`config.mk`:
```
export PLATFORM = sky130hd
export DESIGN_NAME = eeprom_host
export DESIGN_NICKNAME = d
export VERILOG_FILES = /design/src/eeprom_host_pkg.sv /design/src/page_ram.sv /design/src/eeprom_host.sv
export SDC_FILE = /design/constraint.sdc
export NUM_CORES = 1
export LEC_CHECK = 0
export BUFFER_PORTS_ARGS = -buffer_cell sky130_fd_sc_hd__buf_4
export CORE_ASPECT_RATIO = 0.7
export CORE_MARGIN = 5
export CORE_UTILIZATION = 25
export CTS_CLUSTER_SIZE = 40
export DETAILED_ROUTE_END_ITERATION = 12
export SKIP_CTS_REPAIR_TIMING = 1
export SYNTH_ARGS = -nofsm -noshare
export SYNTH_HDL_FRONTEND = slang
export SYNTH_SLANG_ARGS = --single-unit
```
`constraint.sdc`:
```
create_clock -name hclk -period 8.48 [get_ports hclk]
set_input_delay 1.696 -clock hclk [delete_from_list [all_inputs] [get_ports hclk]]
set_output_delay 1.696 -clock hclk [all_outputs]
set_load 0.03 [all_outputs]
```
`src/eeprom_host_pkg.sv`:
```
// Constants, register map and pin bundle of the parallel EEPROM host controller.
// Assumes a 20 MHz bus clock and one EEPROM with 15 address bits and 8 data bits.
package eeprom_host_pkg;

	// ----------------------------------------
	// Clock and pin timing
	// ----------------------------------------
	localparam int CLK_PERIOD_NS = 50;
	localparam int PROGRAM_TIME_MS = 10;
	localparam int LOAD_WINDOW_US = 100;
	localparam int BYTE_LOAD_MIN_NS = 300;
	localparam int BYTE_LOAD_MAX_US = 30;
	localparam int WE_PULSE_NS = 200;
	localparam int ACCESS_NS = 120;
	localparam int BUSY_DELAY_NS = 120;
	localparam int RELEASE_DELAY_NS = 600;
	localparam int SYNC_CYC = 2;
	localparam int PROG_WAIT_CYC = (PROGRAM_TIME_MS * 1000000) / CLK_PERIOD_NS + 1;
	localparam int LOAD_WIN_CYC = (LOAD_WINDOW_US * 1000 + CLK_PERIOD_NS - 1) / CLK_PERIOD_NS;
	localparam int BLC_MIN_CYC = (BYTE_LOAD_MIN_NS + CLK_PERIOD_NS - 1) / CLK_PERIOD_NS;
	localparam int BLC_MAX_CYC = (BYTE_LOAD_MAX_US * 1000) / CLK_PERIOD_NS;
	localparam int WP_CYC = (WE_PULSE_NS + CLK_PERIOD_NS - 1) / CLK_PERIOD_NS;
	localparam int ACC_CYC = (ACCESS_NS + CLK_PERIOD_NS - 1) / CLK_PERIOD_NS;
	localparam int BUSY_DLY_CYC = (BUSY_DELAY_NS + CLK_PERIOD_NS - 1) / CLK_PERIOD_NS;
	localparam int REL_CYC = (RELEASE_DELAY_NS + CLK_PERIOD_NS - 1) / CLK_PERIOD_NS;
	localparam int BYTE_CYC = 8;
	localparam int WHIGH_CYC = BYTE_CYC - WP_CYC - 1;
	localparam int GAP_CYC = 2;
	localparam logic [6:0] PAGE_BYTES = 7'h40;

	// ----------------------------------------
	// Register map
	// ----------------------------------------
	localparam logic [7:0] OFF_CMD = 8'h00;
	localparam logic [7:0] OFF_CFG = 8'h04;
	localparam logic [7:0] OFF_ADDR = 8'h08;
	localparam logic [7:0] OFF_DATA = 8'h0c;
	localparam logic [7:0] OFF_STATUS = 8'h10;
	localparam logic [7:0] OFF_ISTAT = 8'h14;
	localparam logic [7:0] OFF_IMASK = 8'h18;
	localparam int CMD_WRITE_BIT = 0;
	localparam int CMD_READ_BIT = 1;
	localparam int CFG_HOLD_BIT = 2;
	localparam int IRQ_WDONE_BIT = 0;
	localparam int IRQ_RDONE_BIT = 1;
	localparam int IRQ_REFUSE_BIT = 2;
	localparam logic [1:0] MODE_FIXED = 2'h0;
	localparam logic [1:0] MODE_POLL = 2'h1;
	localparam logic [1:0] MODE_PIN = 2'h2;
	localparam logic [2:0] CFG_RST = 3'h0;
	localparam logic [2:0] IRQ_RST = 3'h0;

	// ----------------------------------------
	// Pin bundle
	// ----------------------------------------
	typedef struct packed {
		logic ce_n;
		logic oe_n;
		logic we_n;
		logic hold_off_n;
		logic data_oe_n;
		logic [14:0] addr;
		logic [7:0] data;
	} pins_type;

	localparam pins_type PINS_RST = '{ce_n: 1'b1, oe_n: 1'b1, we_n: 1'b1, hold_off_n: 1'b1,
		data_oe_n: 1'b1, addr: 15'h0000, data: 8'h00};

endpackage

```
`src/page_ram.sv`:
```
// Page buffer of 64 bytes with registered read data.
// Assumes one write port and one read port on the same clock.
`timescale 1ns/1ps
`default_nettype none
module page_ram (
	// Clock
	input wire logic clk,
	// Write port
	input wire logic we,
	input wire logic [5:0] waddr,
	input wire logic [7:0] wdata,
	// Read port
	input wire logic [5:0] raddr,
	output logic [7:0] rdata
);
	logic [7:0] mem [0:63];

	always_ff @(posedge clk) begin
		if (we) begin
			mem[waddr] <= wdata;
		end
		rdata <= mem[raddr];
	end
endmodule
`default_nettype wire

```
`src/eeprom_host.sv`:
```
// Host controller that writes pages to and reads a byte-wide parallel EEPROM.
// Assumes an AHB-Lite master, a pull-up on the ready/busy line and the EEPROM data bus resolved outside.
//
// Functional notes
// RULE1: A page write carries 1 to 64 bytes, first byte plus up to 63.
// RULE2: Successive byte loads start 0.3 us to 30 us after the previous strobe fall.
// RULE3: Strobes stay high 100 us after the last byte so programming starts.
// RULE4: Page bits A6 to A14 are taken at the first strobe fall.
// RULE5: The device completes its program cycle by itself within 10 ms.
// RULE6: Without polling or ready/busy, wait beyond 10 ms before the next access.
// RULE7: With polling or ready/busy, restart as soon as completion shows.
// RULE8: During programming a read returns bit 7 inverted from the last written byte.
// RULE9: During programming bit 6 flips on each read, starting at 1.
// RULE10: At the end bit 6 stops flipping and the device accepts new operations.
// RULE11: Toggle polling reads keep one fixed address.
// RULE12: Ready/busy floats when idle, low from first write until program end.
// RULE13: Busy shows no sooner than 120 ns after the triggering write strobe.
// RULE14: While the hold-off input is low, reads and programming are refused.
// RULE15: Hold-off stays high through every read and program operation; a command in the cycle after a hold-bit write runs with hold-off low.
// RULE16: Data floats 350 ns after hold-off falls; valid 600 ns after release.
// RULE17: Address taken on strobe fall, data on strobe rise of the later strobe.
// RULE18: Hold-off falling during programming aborts it; keep high 10 ms after data.
//
// The AHB-Lite register port and the address map were chosen for this implementation.
`timescale 1ns/1ps
`default_nettype none
module eeprom_host #(
	parameter int PROG_WAIT = eeprom_host_pkg::PROG_WAIT_CYC
) (
	// Clock and reset
	input wire logic hclk,
	input wire logic hresetn,
	// AHB-Lite slave
	input wire logic hsel,
	input wire logic [31:0] haddr,
	input wire logic [1:0] htrans,
	input wire logic hwrite,
	input wire logic [2:0] hsize,
	input wire logic [31:0] hwdata,
	input wire logic hready,
	output logic [31:0] hrdata,
	output logic hreadyout,
	output logic hresp,
	// Interrupt
	output logic irq,
	// EEPROM pins
	output eeprom_host_pkg::pins_type pins,
	input wire logic [7:0] data_in,
	input wire logic rdy_busy_in
);
	import eeprom_host_pkg::*;

	typedef enum logic [9:0] {
		S_IDLE = 10'b0000000001, S_WSET = 10'b0000000010, S_WLOW = 10'b0000000100,
		S_WHIGH = 10'b0000001000, S_WIN = 10'b0000010000, S_PIN = 10'b0000100000,
		S_PRD = 10'b0001000000, S_PGAP = 10'b0010000000, S_FIX = 10'b0100000000,
		S_RD = 10'b1000000000
	} state_type;

	function automatic logic hit(input logic [7:0] a, input logic [7:0] off);
		return a == off;
	endfunction

	function automatic logic [17:0] tload(input state_type s);
		case (s)
			S_WLOW: return 18'(WP_CYC - 1);
			S_WHIGH: return 18'(WHIGH_CYC - 1);
			S_WIN: return 18'(LOAD_WIN_CYC - 1);
			S_PIN: return 18'(BUSY_DLY_CYC + SYNC_CYC);
			S_PRD, S_RD: return 18'(ACC_CYC + SYNC_CYC);
			S_PGAP: return 18'(GAP_CYC - 1);
			default: return 18'h00000;
		endcase
	endfunction

	state_type state_reg, state_next;
	logic [17:0] tmr_reg, guard_reg;
	logic [6:0] idx_reg, len_reg, fill_reg, rel_reg;
	logic [14:0] addr_reg;
	logic [2:0] cfg_reg, istat_reg, imask_reg, iset;
	logic [7:0] rd_data_reg, ram_rdata, d1_reg, d2_reg;
	logic r1_reg, r2_reg, hold_on_reg, hold_apply, prev_tog_reg, one_reg, two_reg, bit7_reg;
	logic ph_wr_reg, hreadyout_reg, wr_fire, cmd_w, cmd_r, ready_ok, start_w, start_r, dat_we;
	logic tdone, poll_match;
	logic [5:0] cur_idx;
	logic [7:0] ph_addr_reg;
	logic [31:0] hrdata_reg, rd_word;
	pins_type pins_reg;

	assign hrdata = hrdata_reg;
	assign hreadyout = hreadyout_reg;
	assign hresp = 1'b0;
	assign pins = pins_reg;

	// ----------------------------------------
	// Pin synchronisers
	// ----------------------------------------
	always_ff @(posedge hclk or negedge hresetn) begin
		if (!hresetn) begin
			d1_reg <= 8'h00;
			d2_reg <= 8'h00;
			r1_reg <= 1'b1;
			r2_reg <= 1'b1;
		end else begin
			d1_reg <= data_in;
			d2_reg <= d1_reg;
			r1_reg <= rdy_busy_in;
			r2_reg <= r1_reg;
		end
	end

	// ----------------------------------------
	// AHB-Lite slave
	// ----------------------------------------
	always_ff @(posedge hclk or negedge hresetn) begin
		if (!hresetn) begin
			ph_wr_reg <= 1'b0;
			ph_addr_reg <= 8'h00;
			hreadyout_reg <= 1'b1;
			hrdata_reg <= 32'h00000000;
		end else begin
			if (hready) begin
				ph_wr_reg <= hsel && htrans[1] && hwrite;
				ph_addr_reg <= haddr[7:0];
			end
			hreadyout_reg <= !(hready && hsel && htrans[1] && !hwrite);
			if (!hreadyout_reg) begin
				hrdata_reg <= rd_word;
			end
		end
	end

	always_comb begin
		rd_word = 32'h00000000;
		if (hit(ph_addr_reg, OFF_CFG)) rd_word = {29'h0, cfg_reg};
		if (hit(ph_addr_reg, OFF_ADDR)) rd_word = {17'h0, addr_reg};
		if (hit(ph_addr_reg, OFF_DATA)) rd_word = {24'h0, rd_data_reg};
		if (hit(ph_addr_reg, OFF_STATUS)) rd_word = {17'h0, fill_reg, 5'h0, r2_reg, hold_on_reg, state_reg != S_IDLE};
		if (hit(ph_addr_reg, OFF_ISTAT)) rd_word = {29'h0, istat_reg};
		if (hit(ph_addr_reg, OFF_IMASK)) rd_word = {29'h0, imask_reg};
	end

	assign wr_fire = ph_wr_reg && hready;
	assign cmd_w = wr_fire && hit(ph_addr_reg, OFF_CMD) && hwdata[CMD_WRITE_BIT];
	assign cmd_r = wr_fire && hit(ph_addr_reg, OFF_CMD) && hwdata[CMD_READ_BIT];
	assign ready_ok = state_reg == S_IDLE && !hold_on_reg && rel_reg == 7'h00; // see RULE14
	assign start_w = cmd_w && ready_ok && fill_reg != 7'h00; // see RULE1
	assign start_r = cmd_r && !cmd_w && ready_ok;
	assign dat_we = wr_fire && hit(ph_addr_reg, OFF_DATA) && state_reg == S_IDLE && fill_reg != PAGE_BYTES;
	assign cur_idx = start_w ? 6'h00 : idx_reg[5:0]; // see RULE17

	page_ram u_ram (
		.clk(hclk),
		.we(dat_we),
		.waddr(fill_reg[5:0]),
		.wdata(hwdata[7:0]),
		.raddr(cur_idx),
		.rdata(ram_rdata)
	);

	// ----------------------------------------
	// Software registers
	// ----------------------------------------
	always_ff @(posedge hclk or negedge hresetn) begin
		if (!hresetn) begin
			cfg_reg <= CFG_RST;
			addr_reg <= 15'h0000;
			imask_reg <= IRQ_RST;
			fill_reg <= 7'h00;
		end else begin
			if (wr_fire && hit(ph_addr_reg, OFF_CFG)) cfg_reg <= hwdata[2:0];
			if (wr_fire && hit(ph_addr_reg, OFF_ADDR) && state_reg == S_IDLE) addr_reg <= hwdata[14:0];
			if (wr_fire && hit(ph_addr_reg, OFF_IMASK)) imask_reg <= hwdata[2:0];
			if (start_w) fill_reg <= 7'h00;
			else if (dat_we) fill_reg <= fill_reg + 7'h01;
		end
	end

	// ----------------------------------------
	// Interrupts
	// ----------------------------------------
	always_comb begin
		iset = 3'h0;
		iset[IRQ_WDONE_BIT] = (state_reg == S_PIN || state_reg == S_PGAP || state_reg == S_FIX) && state_next == S_IDLE;
		iset[IRQ_RDONE_BIT] = state_reg == S_RD && state_next == S_IDLE;
		iset[IRQ_REFUSE_BIT] = (cmd_w || cmd_r) && !(start_w || start_r);
	end

	always_ff @(posedge hclk or negedge hresetn) begin
		if (!hresetn) begin
			istat_reg <= IRQ_RST;
			irq <= 1'b0;
		end else begin
			if (wr_fire && hit(ph_addr_reg, OFF_ISTAT)) istat_reg <= (istat_reg & ~hwdata[2:0]) | iset;
			else istat_reg <= istat_reg | iset;
			irq <= |(istat_reg & imask_reg);
		end
	end

	// ----------------------------------------
	// Transfer sequencer
	// ----------------------------------------
	assign tdone = tmr_reg == 18'h00000;
	assign poll_match = two_reg && rd_data_reg[6] == prev_tog_reg && rd_data_reg[7] == bit7_reg; // see RULE8 RULE9 RULE10

	always_comb begin
		state_next = state_reg;
		case (state_reg)
			S_IDLE: begin
				if (start_w) state_next = S_WSET;
				else if (start_r) state_next = S_RD;
			end
			S_WSET: state_next = S_WLOW;
			S_WLOW: if (tdone) state_next = S_WHIGH;
			S_WHIGH: if (tdone) state_next = (idx_reg == len_reg) ? S_WIN : S_WSET; // see RULE2
			S_WIN: begin
				if (tdone) begin // see RULE3
					case (cfg_reg[1:0])
						MODE_PIN: state_next = S_PIN;
						MODE_POLL: state_next = S_PRD;
						default: state_next = S_FIX;
					endcase
				end
			end
			S_PIN: if (tdone && r2_reg) state_next = S_IDLE; // see RULE12 RULE13 RULE7
			S_PRD: if (tdone) state_next = S_PGAP;
			S_PGAP: if (tdone) state_next = poll_match ? S_IDLE : S_PRD; // see RULE7
			S_FIX: if (guard_reg == 18'h00000) state_next = S_IDLE; // see RULE6 RULE5
			S_RD: if (tdone) state_next = S_IDLE;
			default: state_next = S_IDLE;
		endcase
	end

	always_ff @(posedge hclk or negedge hresetn) begin
		if (!hresetn) begin
			state_reg <= S_IDLE;
			tmr_reg <= 18'h00000;
			idx_reg <= 7'h00;
			len_reg <= 7'h00;
		end else begin
			state_reg <= state_next;
			if (state_next != state_reg) tmr_reg <= tload(state_next);
			else if (!tdone) tmr_reg <= tmr_reg - 18'h00001;
			if (start_w) begin
				idx_reg <= 7'h00;
				len_reg <= fill_reg;
			end else if (state_reg == S_WLOW && tdone) begin
				idx_reg <= idx_reg + 7'h01;
			end
		end
	end

	// Program guard: counts from each data input, blocks hold-off and ends a fixed wait
	always_ff @(posedge hclk or negedge hresetn) begin
		if (!hresetn) begin
			guard_reg <= 18'h00000;
		end else if (state_reg == S_WLOW && tdone) begin
			guard_reg <= 18'(PROG_WAIT); // see RULE18 RULE6
		end else if (guard_reg != 18'h00000) begin
			guard_reg <= guard_reg - 18'h00001;
		end
	end

	// Read capture and toggle tracking
	always_ff @(posedge hclk or negedge hresetn) begin
		if (!hresetn) begin
			rd_data_reg <= 8'h00;
			prev_tog_reg <= 1'b0;
			one_reg <= 1'b0;
			two_reg <= 1'b0;
			bit7_reg <= 1'b0;
		end else begin
			if (state_reg == S_WSET) bit7_reg <= ram_rdata[7];
			if (state_reg == S_WIN) begin
				one_reg <= 1'b0;
				two_reg <= 1'b0;
			end else if ((state_reg == S_PRD || state_reg == S_RD) && tdone) begin
				rd_data_reg <= d2_reg;
				prev_tog_reg <= rd_data_reg[6];
				one_reg <= 1'b1;
				two_reg <= one_reg;
			end
		end
	end

	// ----------------------------------------
	// Hold-off control
	// ----------------------------------------
	assign hold_apply = state_reg == S_IDLE && guard_reg == 18'h00000; // see RULE15 RULE18

	always_ff @(posedge hclk or negedge hresetn) begin
		if (!hresetn) begin
			hold_on_reg <= 1'b0;
			rel_reg <= 7'h00;
		end else begin
			if (hold_apply) hold_on_reg <= cfg_reg[CFG_HOLD_BIT];
			if (hold_apply && hold_on_reg && !cfg_reg[CFG_HOLD_BIT]) rel_reg <= 7'(REL_CYC); // see RULE16
			else if (rel_reg != 7'h00) rel_reg <= rel_reg - 7'h01;
		end
	end

	// ----------------------------------------
	// Pin drivers
	// ----------------------------------------
	always_ff @(posedge hclk or negedge hresetn) begin
		if (!hresetn) begin
			pins_reg <= PINS_RST;
		end else begin
			pins_reg.ce_n <= !(state_next == S_WSET || state_next == S_WLOW || state_next == S_PRD || state_next == S_RD);
			pins_reg.oe_n <= !(state_next == S_PRD || state_next == S_RD);
			pins_reg.we_n <= state_next != S_WLOW;
			pins_reg.data_oe_n <= !(state_next == S_WLOW || state_reg == S_WLOW);
			pins_reg.hold_off_n <= hold_apply ? !cfg_reg[CFG_HOLD_BIT] : !hold_on_reg;
			if (state_next == S_WSET) pins_reg.addr <= {addr_reg[14:6], addr_reg[5:0] + cur_idx}; // see RULE4 RULE17
			else if (state_next == S_PRD || state_next == S_RD) pins_reg.addr <= addr_reg; // see RULE11
			if (state_next == S_WLOW && state_reg == S_WSET) pins_reg.data <= ram_rdata; // see RULE17
		end
	end
endmodule
`default_nettype wire

```
* After elaboration in Yosys (flattened, before gate mapping) *
Memories as Yosys holds them, arrays and structs flattened. A register that Yosys moved wholly into a read port is not among the register bits.
Cells that the tools add are included.

storage, ports and cells
  flip-flop bits (word level) = 200
  memory bits (writable) = 512
  output and inout port bits = 63
  word-level logic and storage cells = 193
  memories kept = 1

cells by class
  $add $sub $neg = 6
  eq/ne operators = 35
  multiplexer cells = 42
  bitwise gates (word level) = 6
  reductions and logical operators = 70

memory list
  memory     depth  bits a word  rd ports  clocked after Yosys merged registers in  write ports  line            text
  u_ram.mem  64     8            1         1                                        1            page_ram.sv:16  logic [7:0] mem [0:63];

operator list
  operator                 number
  $mux W32                 5
  $mux W10                 10
  $pmux W10 S10            1
  $mux W18                 4
  $pmux W11 S5             1
  $mux W7                  7
  $logic_not A18 Y1        2
  $sub A18 B1 Y18 const B  2
  $logic_and A1 B1 Y1      35
  $mux W15                 2
  $eq A8 B5 Y1 const B     3
  $eq A10 B1 Y1 const B    2
  $eq A10 B10 Y1 const B   2
  $eq A10 B2 Y1 const B    2
  $eq A10 B3 Y1 const B    2
  $eq A10 B4 Y1 const B    2
  $eq A10 B5 Y1 const B    2
  $eq A10 B6 Y1 const B    2
  $eq A10 B7 Y1 const B    2
  $eq A10 B8 Y1 const B    2
  $pmux W9 S2              1
  $reduce_bool A18 Y1      1
  $eq A8 B4 Y1 const B     2
  $add A7 B1 Y7 const B    2
  29 further kinds         63

* Logic depth before layout (Yosys ltp) *
Gate-level depths: netlist of the first run.

  depth after elaboration = 14
  mapped depth = 21
  mapped depth without buffers = 16

* By module *
Synthesis of the first run repeated with hierarchy kept, for this count alone.

second synthesis, totals
  cell total of the unflattened synthesis = 1776
  area, all modules = 29230.5 um2

modules (own cells, without submodules)
  module       instances  cells an instance  area an instance (um2)
  page_ram     1          940                20166.8
  eeprom_host  1          836                9063.7

* Worst setup path before layout of the first run *
Ideal clock, no wire load.

  path kind = input-to-reg
  start = input hready
  end = register pins_reg (netlist bit pins[13])
  library setup time = 77 ps
  arrival time = 4911 ps
  path slack = 3491 ps
  cell stages on the path = 20
  buffers on the path = 7
  path through = buf_2 nor4bb_1 and3_1 clkbuf_1 and4_1 buf_2 buf_2 buf_2 buf_2 buf_1 nor2_1 ha_1 a21oi_1 o21ai_0 a21o_1 a21oi_1 xor2_1 nand2_1 xor2_1 a21oi_1

on the way
  longest elaborated chain between the ends = 12

ends and longest elaborated chain
  what                                                    line                                    text
  start: declaration                                      eeprom_host.sv:40                       input wire logic hready,
  $logic_and A1 B1 Y1 (*)                                 eeprom_host.sv:143                      assign wr_fire = ph_wr_reg && hready;
  $logic_and A1 B1 Y1 (*)                                 eeprom_host.sv:144, eeprom_host.sv:145
  $logic_and A1 B1 Y1                                     eeprom_host.sv:144                      assign cmd_w = wr_fire && hit(ph_addr_reg, OFF_CMD) && hwdata[CMD_WRITE_BIT];
  $logic_not A1 Y1                                        eeprom_host.sv:148                      assign start_r = cmd_r && !cmd_w && ready_ok;
  $logic_and A1 B1 Y1 (2 in series)                       eeprom_host.sv:148
  $mux W10                                                eeprom_host.sv:211                      else if (start_r) state_next = S_RD;
  $mux W10                                                eeprom_host.sv:210                      if (start_w) state_next = S_WSET;
  $pmux W10 S10                                           eeprom_host.sv:208                      case (state_reg)
  $eq A10 B7 Y1 / $eq A10 B10 Y1 (equally long branches)  eeprom_host.sv:315                      else if (state_next == S_PRD || state_next == S_RD) pins_reg.addr <= addr_reg;
  $logic_or A1 B1 Y1                                      eeprom_host.sv:315
  $reduce_bool A2 Y1 (no line)                            n/a
  end: declaration                                        eeprom_host.sv:88                       pins_type pins_reg;

Every way passes the cells marked *; elsewhere a longest branch is shown, timed or not.
A chain may end at the register's enable or synchronous reset.

* Worst setup path after layout of the first run *
Same ends and word-level chain as after synthesis.

==> reports/metrics.cfg, run 1 <==
[yosys]
synth-main-ff-cell=edfxtp_1
async_reset_ff_share_pct=26.0
synth.avg_cell_area_um2=14.2
synth_edf_count=512
yosys.area.top_type=edfxtp_1
synth_area_um2=29800
ys_seq_elements=703
yosysWarnings=0
synthCells=2106
synth.distinct_cells=91
ys_top_cells_by_count=edfxtp_1, nor2_1, dfrtp_1
yosysTopAreaCellShare_pct=51.6
seq_area_frac_synth_pct=67.5
post-synth-top-count-cell=edfxtp_1
yosys-top-cells-area=edfxtp_1, dfrtp_1, mux4_2, mux2i_1, nor2_1

[power]
vdd_drop_max_uv=133
cellLeakagePower_nw=12.6
seqPwrFrac_pct=52.8
switching_power_mw=1.59
netSwitchingFraction_pct=21.8
powerDensity_nw_per_um2=213
comb_power_share_pct=4.3
clkPwrFrac_pct=42.9
power_mw=7.26
intPower_mw=5.68

[setup_path]
critical_path.cell_chain=buf_4 > nor4bb_1 > and3_1 > nand4_4 > nand2_2 > inv_2 > ha_1 > a21o_1 > a21oi_1 > xor2_1 > nand2_1 > xor2_1 > a21oi_1
cp_slowest_cell=nand2_2
required_ps=9030
crit_buf_inv=2
cp.arrival_ps=5680
start_kind=input port
path_class=input port to flip-flop
r2r_start=fill_reg[3]
reg2reg_depth=14
endpoint_kind=flip-flop
critPathMaxFanout=33
rr_endpoint=pins[13]
r2r_slack_ps=3730
max_stage_delay_ps=810
cp_top_family=simple AND/OR/NAND/NOR gates

[layout]
nets=2247
multiInputGateArea_um2=8880
fin_area_um2=34100
syn2layout_area_growth_pct=14.5
largest_reg_flops=512
final_util_pct=28.7
regArea_um2=20100
drive_above_1_share_pct=17.1
final.fill_count=11800
n_antenna_cell=0

[floorplan]
initial_core_util_pct=25.1
num_rows=106
core_area_um2=119000
ios=146
die_width_um=423
dieArea_um2=126000
fp.dieH_um=299

[worst_hold_path]
hold-path-endpoint=d2_reg[2]
min_from=d1_reg[2]
timing.hold.worst.class=flip-flop to flip-flop
holdPathStages=0

[global_routing]
grtUsageTotal_pct=11.3
grt_pass1_wl_um=110000
antenna_found_initial=2
grt_overflow=0
grt_max_degree=150
grt_pass1_vias=16900

[outcome]
status=complete, no violations

[routing]
drt-total-wl_um=72900
ant_nets=0
vias=17600
avgRoutedWirePerCell_um=19.4
first_pass_iters=6
via_per_inst=4.68
drt_iter0_markers=1739
drc=0

[clock_tree]
clockBufferDepth=3
cts.sinks=703
cts_root_buf=clkbuf_16
cts_buffers=69
htree_levels=3
clkTransAtPathRegs_ps=60
cts_tree=done
clock_latency_ps=630

[sta]
slew_headroom_pct=17.9
fin_crit_ps=5130
setup_viol=0
drv_slew=0
hold_ws_ps=348
skew_ps=32.1
min_period_over_period_pct=60.5
tightest_slew_ps=1220
rsz0062_at_grt=false
tns_ps=0
hold_violations=0
max_freq_ghz=0.195

[run]
cap_violations=0

[place]
hpwl_um=45300
dpl_cell_area_um2=31900
gp_routability_congestion=0.824
numPortBuffers=82

-- worst register-to-register path, delay by kind of cell (launching register included) --
kind	cells	cell delay, ps
adders and majority gates	1	380
xor gates and xnor gates	2	320
DFF	1	560
and+or+nand+nor	4	1420
AOI/OAI and AO/OA	6	1250
buffers and inverters	1	760
-- power groups by stage --
stage          clock network (mW)  registers (mW)  logic [mW]
4_1_cts                      3.18            3.83       0.318
3_5_place_dp                    0            3.90       0.318
2_1_floorplan                   0            3.88       0.212
5_1_grt                      3.33            3.84       0.358
6_report                     3.12            3.83       0.315
3_3_place_gp                    0            3.90       0.310
-- per-stage QoR --
step / instances / worst slack, ps
global placement: 3643 / 2770
floorplan: 2123 / 3490
detailed placement: 3643 / 2720
global route: 3766 / 3160
CTS: 3766 / 3420
finish: 3766 / 3350
-- worst max-delay path by stage --
stage / startpoint / to / slack, ps / depth (start not counted)
final: hready / pins[13] / 3350 / 13
after global routing: hready / pins[13] / 3160 / 13
after CTS: hready / pins[13] / 3420 / 13
after detailed placement: hready / pins[13] / 2720 / 13
after global placement: hready / pins[13] / 2770 / 13
after floorplan: hready / pins[13] / 3490 / 20
-- cells by family (layout without fill, tap and decap cells) --
| logic type | Yosys count | count (layout) | synth area share, % |
|---|---|---|---|
| buffers and inverters | 181 | 258 | 2.89 |
| other | 1 | 18 | 0.0126 |
| adders and majority gates | 16 | 16 | 0.697 |
| muxes | 208 | 208 | 9.36 |
| xor gates and xnor gates | 55 | 55 | 1.62 |
| AOI/OAI and AO/OA | 420 | 420 | 9.21 |
| DFF | 703 | 703 | 67.5 |
| and+or+nand+nor | 522 | 522 | 8.69 |
-- final cells by class --
cell class,count,share of cell area [%]
inverters,38,0.418
well taps,1566,5.74
multi-input cells,1239,26.0
repair buffers,97,2.19
clock buffers,87,5.53
clock inverters,36,1.13
flip-flops and latches,703,59.0
-- layer usage --
metal | track usage, % | vias to the layer above | share of wire, % | routed length (um)
li1 | - | 8000 | - | -
met1 | 16.8 | 8994 | 47 | 34500
met2 | 16.8 | 562 | 44 | 32400
met3 | 2.46 | 84 | 6.7 | 4900
met4 | 2.21 | 2 | 1.5 | 1100
met5 | 0 | - | 0.018 | 13
-- layout by cell type (no fill, tap or decap), types with 9 or more instances in the layout --
| cell | count |
|---|---|
| a211oi_1 | 48 |
| a21o_1 | 24 |
| a21oi_1 | 117 |
| a221oi_1 | 16 |
| a22o_1 | 17 |
| a31oi_1 | 22 |
| buf_4 | 95 |
| clkbuf_1 | 11 |
| clkbuf_16 | 71 |
| clkinv_1 | 9 |
| clkinv_2 | 12 |
| conb_1 | 18 |
| dfrtp_1 | 171 |
| dfstp_2 | 9 |
| edfxtp_1 | 512 |
| ha_1 | 15 |
| inv_1 | 36 |
| mux2_2 | 54 |
| mux2i_1 | 98 |
| mux4_2 | 48 |
| nand2_1 | 90 |
| nand2b_1 | 26 |
| nand3_1 | 21 |
| nand4_1 | 11 |
| nor2_1 | 248 |
| nor3_1 | 26 |
| o211ai_1 | 25 |
| o21ai_0 | 83 |
| or3_1 | 12 |
| or4_1 | 13 |
| xnor2_1 | 38 |
| xor2_1 | 17 |
(Power assumes the default switching activity.)
==> run 2: changes to the inputs <==
==> constraint.sdc (replaced) <==
create_clock -name hclk -period 4.5 [get_ports hclk]
set_input_delay 0.9 -clock hclk [delete_from_list [all_inputs] [get_ports hclk]]
set_output_delay 0.9 -clock hclk [all_outputs]
set_load 0.03 [all_outputs]
==> reports/metrics.cfg, run 2 (same netlist as run 1, synthesis figures left out) <==
[outcome]
status=complete, no violations  ; unchanged

[routing]
via_per_inst=4.65  ; was 4.68
avgRoutedWirePerCell_um=19.4  ; about the same
drt-total-wl_um=74700  ; was 72,900 um
vias=18000  ; was 17,600
ant_nets=0  ; unchanged
first_pass_iters=5  ; was 6
drt_iter0_markers=2058  ; was 1,739
drc=0  ; unchanged

[clock_tree]
clock_latency_ps=650  ; was 630 ps
clkTransAtPathRegs_ps=60  ; about the same
clockBufferDepth=3  ; unchanged
cts_root_buf=clkbuf_16  ; unchanged
cts_tree=done  ; unchanged
cts.sinks=703  ; unchanged
htree_levels=3  ; unchanged
cts_buffers=69  ; unchanged

[global_routing]
grt_pass1_vias=17500  ; was 16,900
grt_busiest_layer=met2  ; unchanged
grt_overflow=0  ; unchanged
grt_pass1_wl_um=113000  ; was 110,000 um
grt.met3_usage_pct=2.58  ; was 2.46%
antenna_found_initial=2  ; unchanged
use_met2_pct=17.2  ; was 16.8%
grtUsageTotal_pct=11.6  ; was 11.3%
grt_max_degree=124  ; was 150
use_met1_pct=17.1  ; was 16.8%

[floorplan]
ios=146  ; unchanged
fp.dieH_um=299  ; unchanged
core_area_um2=119000  ; unchanged
die_width_um=423  ; unchanged
num_rows=106  ; unchanged
initial_core_util_pct=25.1  ; unchanged
dieArea_um2=126000  ; unchanged

[setup_path]
start_kind=flip-flop  ; was input port
cp.arrival_ps=4190  ; was 5680 ps
path_class=flip-flop to flip-flop  ; was input port to flip-flop
endpoint_kind=flip-flop  ; unchanged
required_ps=4990  ; was 9030 ps
critPathMaxFanout=26  ; was 33

[power]
powerDensity_nw_per_um2=392  ; was 213 nW/um^2
seqPwrFrac_pct=52.8  ; about the same
clkPwrFrac_pct=42.6  ; was 42.9%
netSwitchingFraction_pct=22.2  ; was 21.8%
vdd_drop_max_uv=426  ; was 133 uV
intPower_mw=10.6  ; was 5.68 mW
power_mw=13.7  ; was 7.26 mW
cellLeakagePower_nw=13.0  ; was 12.6 nW
switching_power_mw=3.03  ; was 1.59 mW
comb_power_share_pct=4.5  ; was 4.3%

[layout]
most-common-layout-cells=edfxtp_1, nor2_1, buf_4  ; was edfxtp_1, nor2_1, dfrtp_1
largest_reg_flops=512  ; unchanged
layout_commonest_cell=edfxtp_1  ; unchanged
nets=2336  ; was 2,247
drive_above_1_share_pct=20.1  ; was 17.1%
syn2layout_area_growth_pct=16.9  ; was 14.5%
n_antenna_cell=0  ; unchanged

[worst_hold_path]
timing.hold.worst.class=input port to async pin  ; was flip-flop to flip-flop

[place]
gp_routability_congestion=0.815  ; was 0.824
pre_cts_ws_ps=525  ; was 2720 ps
numPortBuffers=82  ; unchanged
hpwl_um=47100  ; was 45,300 um

[sta]
setup_ws_ps=798  ; was 3350 ps
tightest_slew_ps=1040  ; was 1220 ps
min_period_over_period_pct=82.3
setup_viol=0  ; unchanged
fin_crit_ps=3700
rsz0062_at_grt=false  ; unchanged
hold_violations=0  ; unchanged
tns_ps=0  ; unchanged
drv_slew=0  ; unchanged
slew_headroom_pct=30.6  ; was 17.9%
max_freq_ghz=0.270
skew_ps=23.7  ; was 32.1 ps

[run]
cap_violations=0  ; unchanged

-- run 2: power groups by stage --
stage | logic [mW] | clock network [mW] | registers, mW
detailed placement | 0.622 | 0 | 7.34
floorplan | 0.399 | 0 | 7.32
finish | 0.618 | 5.82 | 7.21
CTS | 0.625 | 5.95 | 7.21
global placement | 0.608 | 0 | 7.34
global route | 0.692 | 6.23 | 7.23
-- run 2: path summary, 6_finish.rpt --
kind	from	endpoint	slack, ps	cells past startpoint
worst max-delay path	fill_reg[3]	u_ram.rdata[4]	800	10
worst min-delay path	hresetn	pins[17]	250	1
worst max register to register	fill_reg[3]	u_ram.rdata[4]	800	10
worst min register to register	d1_reg[4]	d2_reg[4]	340	0
max in group asynchronous	hresetn	guard_reg[14]	3190	2
min in group hclk	d1_reg[4]	d2_reg[4]	340	0
-- run 2: per-layer routing --
| layer | vias up | wire length, um |
|---|---|---|
| met5 | - | 0 |
| li1 | 8204 | - |
| met3 | 113 | 5830 |
| met4 | 0 | 1550 |
| met2 | 615 | 32500 |
| met1 | 9036 | 34800 |
-- run 2: worst max-delay path, cell delays in order (launching register included) --
cell     delay, ps
dfrtp_1        570
or3_1          450
o31a_1         380
nand4_4        130
buf_4          360
nand2_2        180
inv_2          130
buf_4          370
a31o_2         260
a31oi_1        110
or4_1          590
-- run 2: stage by stage --
stage / area (um^2) / hold WS (ps) / utilization (%) / cells
2_1_floorplan: 29900 / 331 / - / 2123
3_3_place_gp: 32600 / 333 / 27.4 / 3732
3_5_place_dp: 32600 / 335 / 27.4 / 3732
4_1_cts: 34800 / 250 / 29.3 / 3860
5_1_grt: 34800 / 275 / 29.3 / 3860
6_report: 34800 / 254 / 29.3 / 3860
-- run 2: final cells by class --
type                            instances  area, um^2
Sequential cell                       703       20100
Fill cell                           11800       84100
Timing Repair Buffer                  186        1470
Inverter                               38         143
Multi-Input combinational cell       1239        8880
Clock buffer                           90        1860
Clock inverter                         38         404
Tap cell                             1566        1960
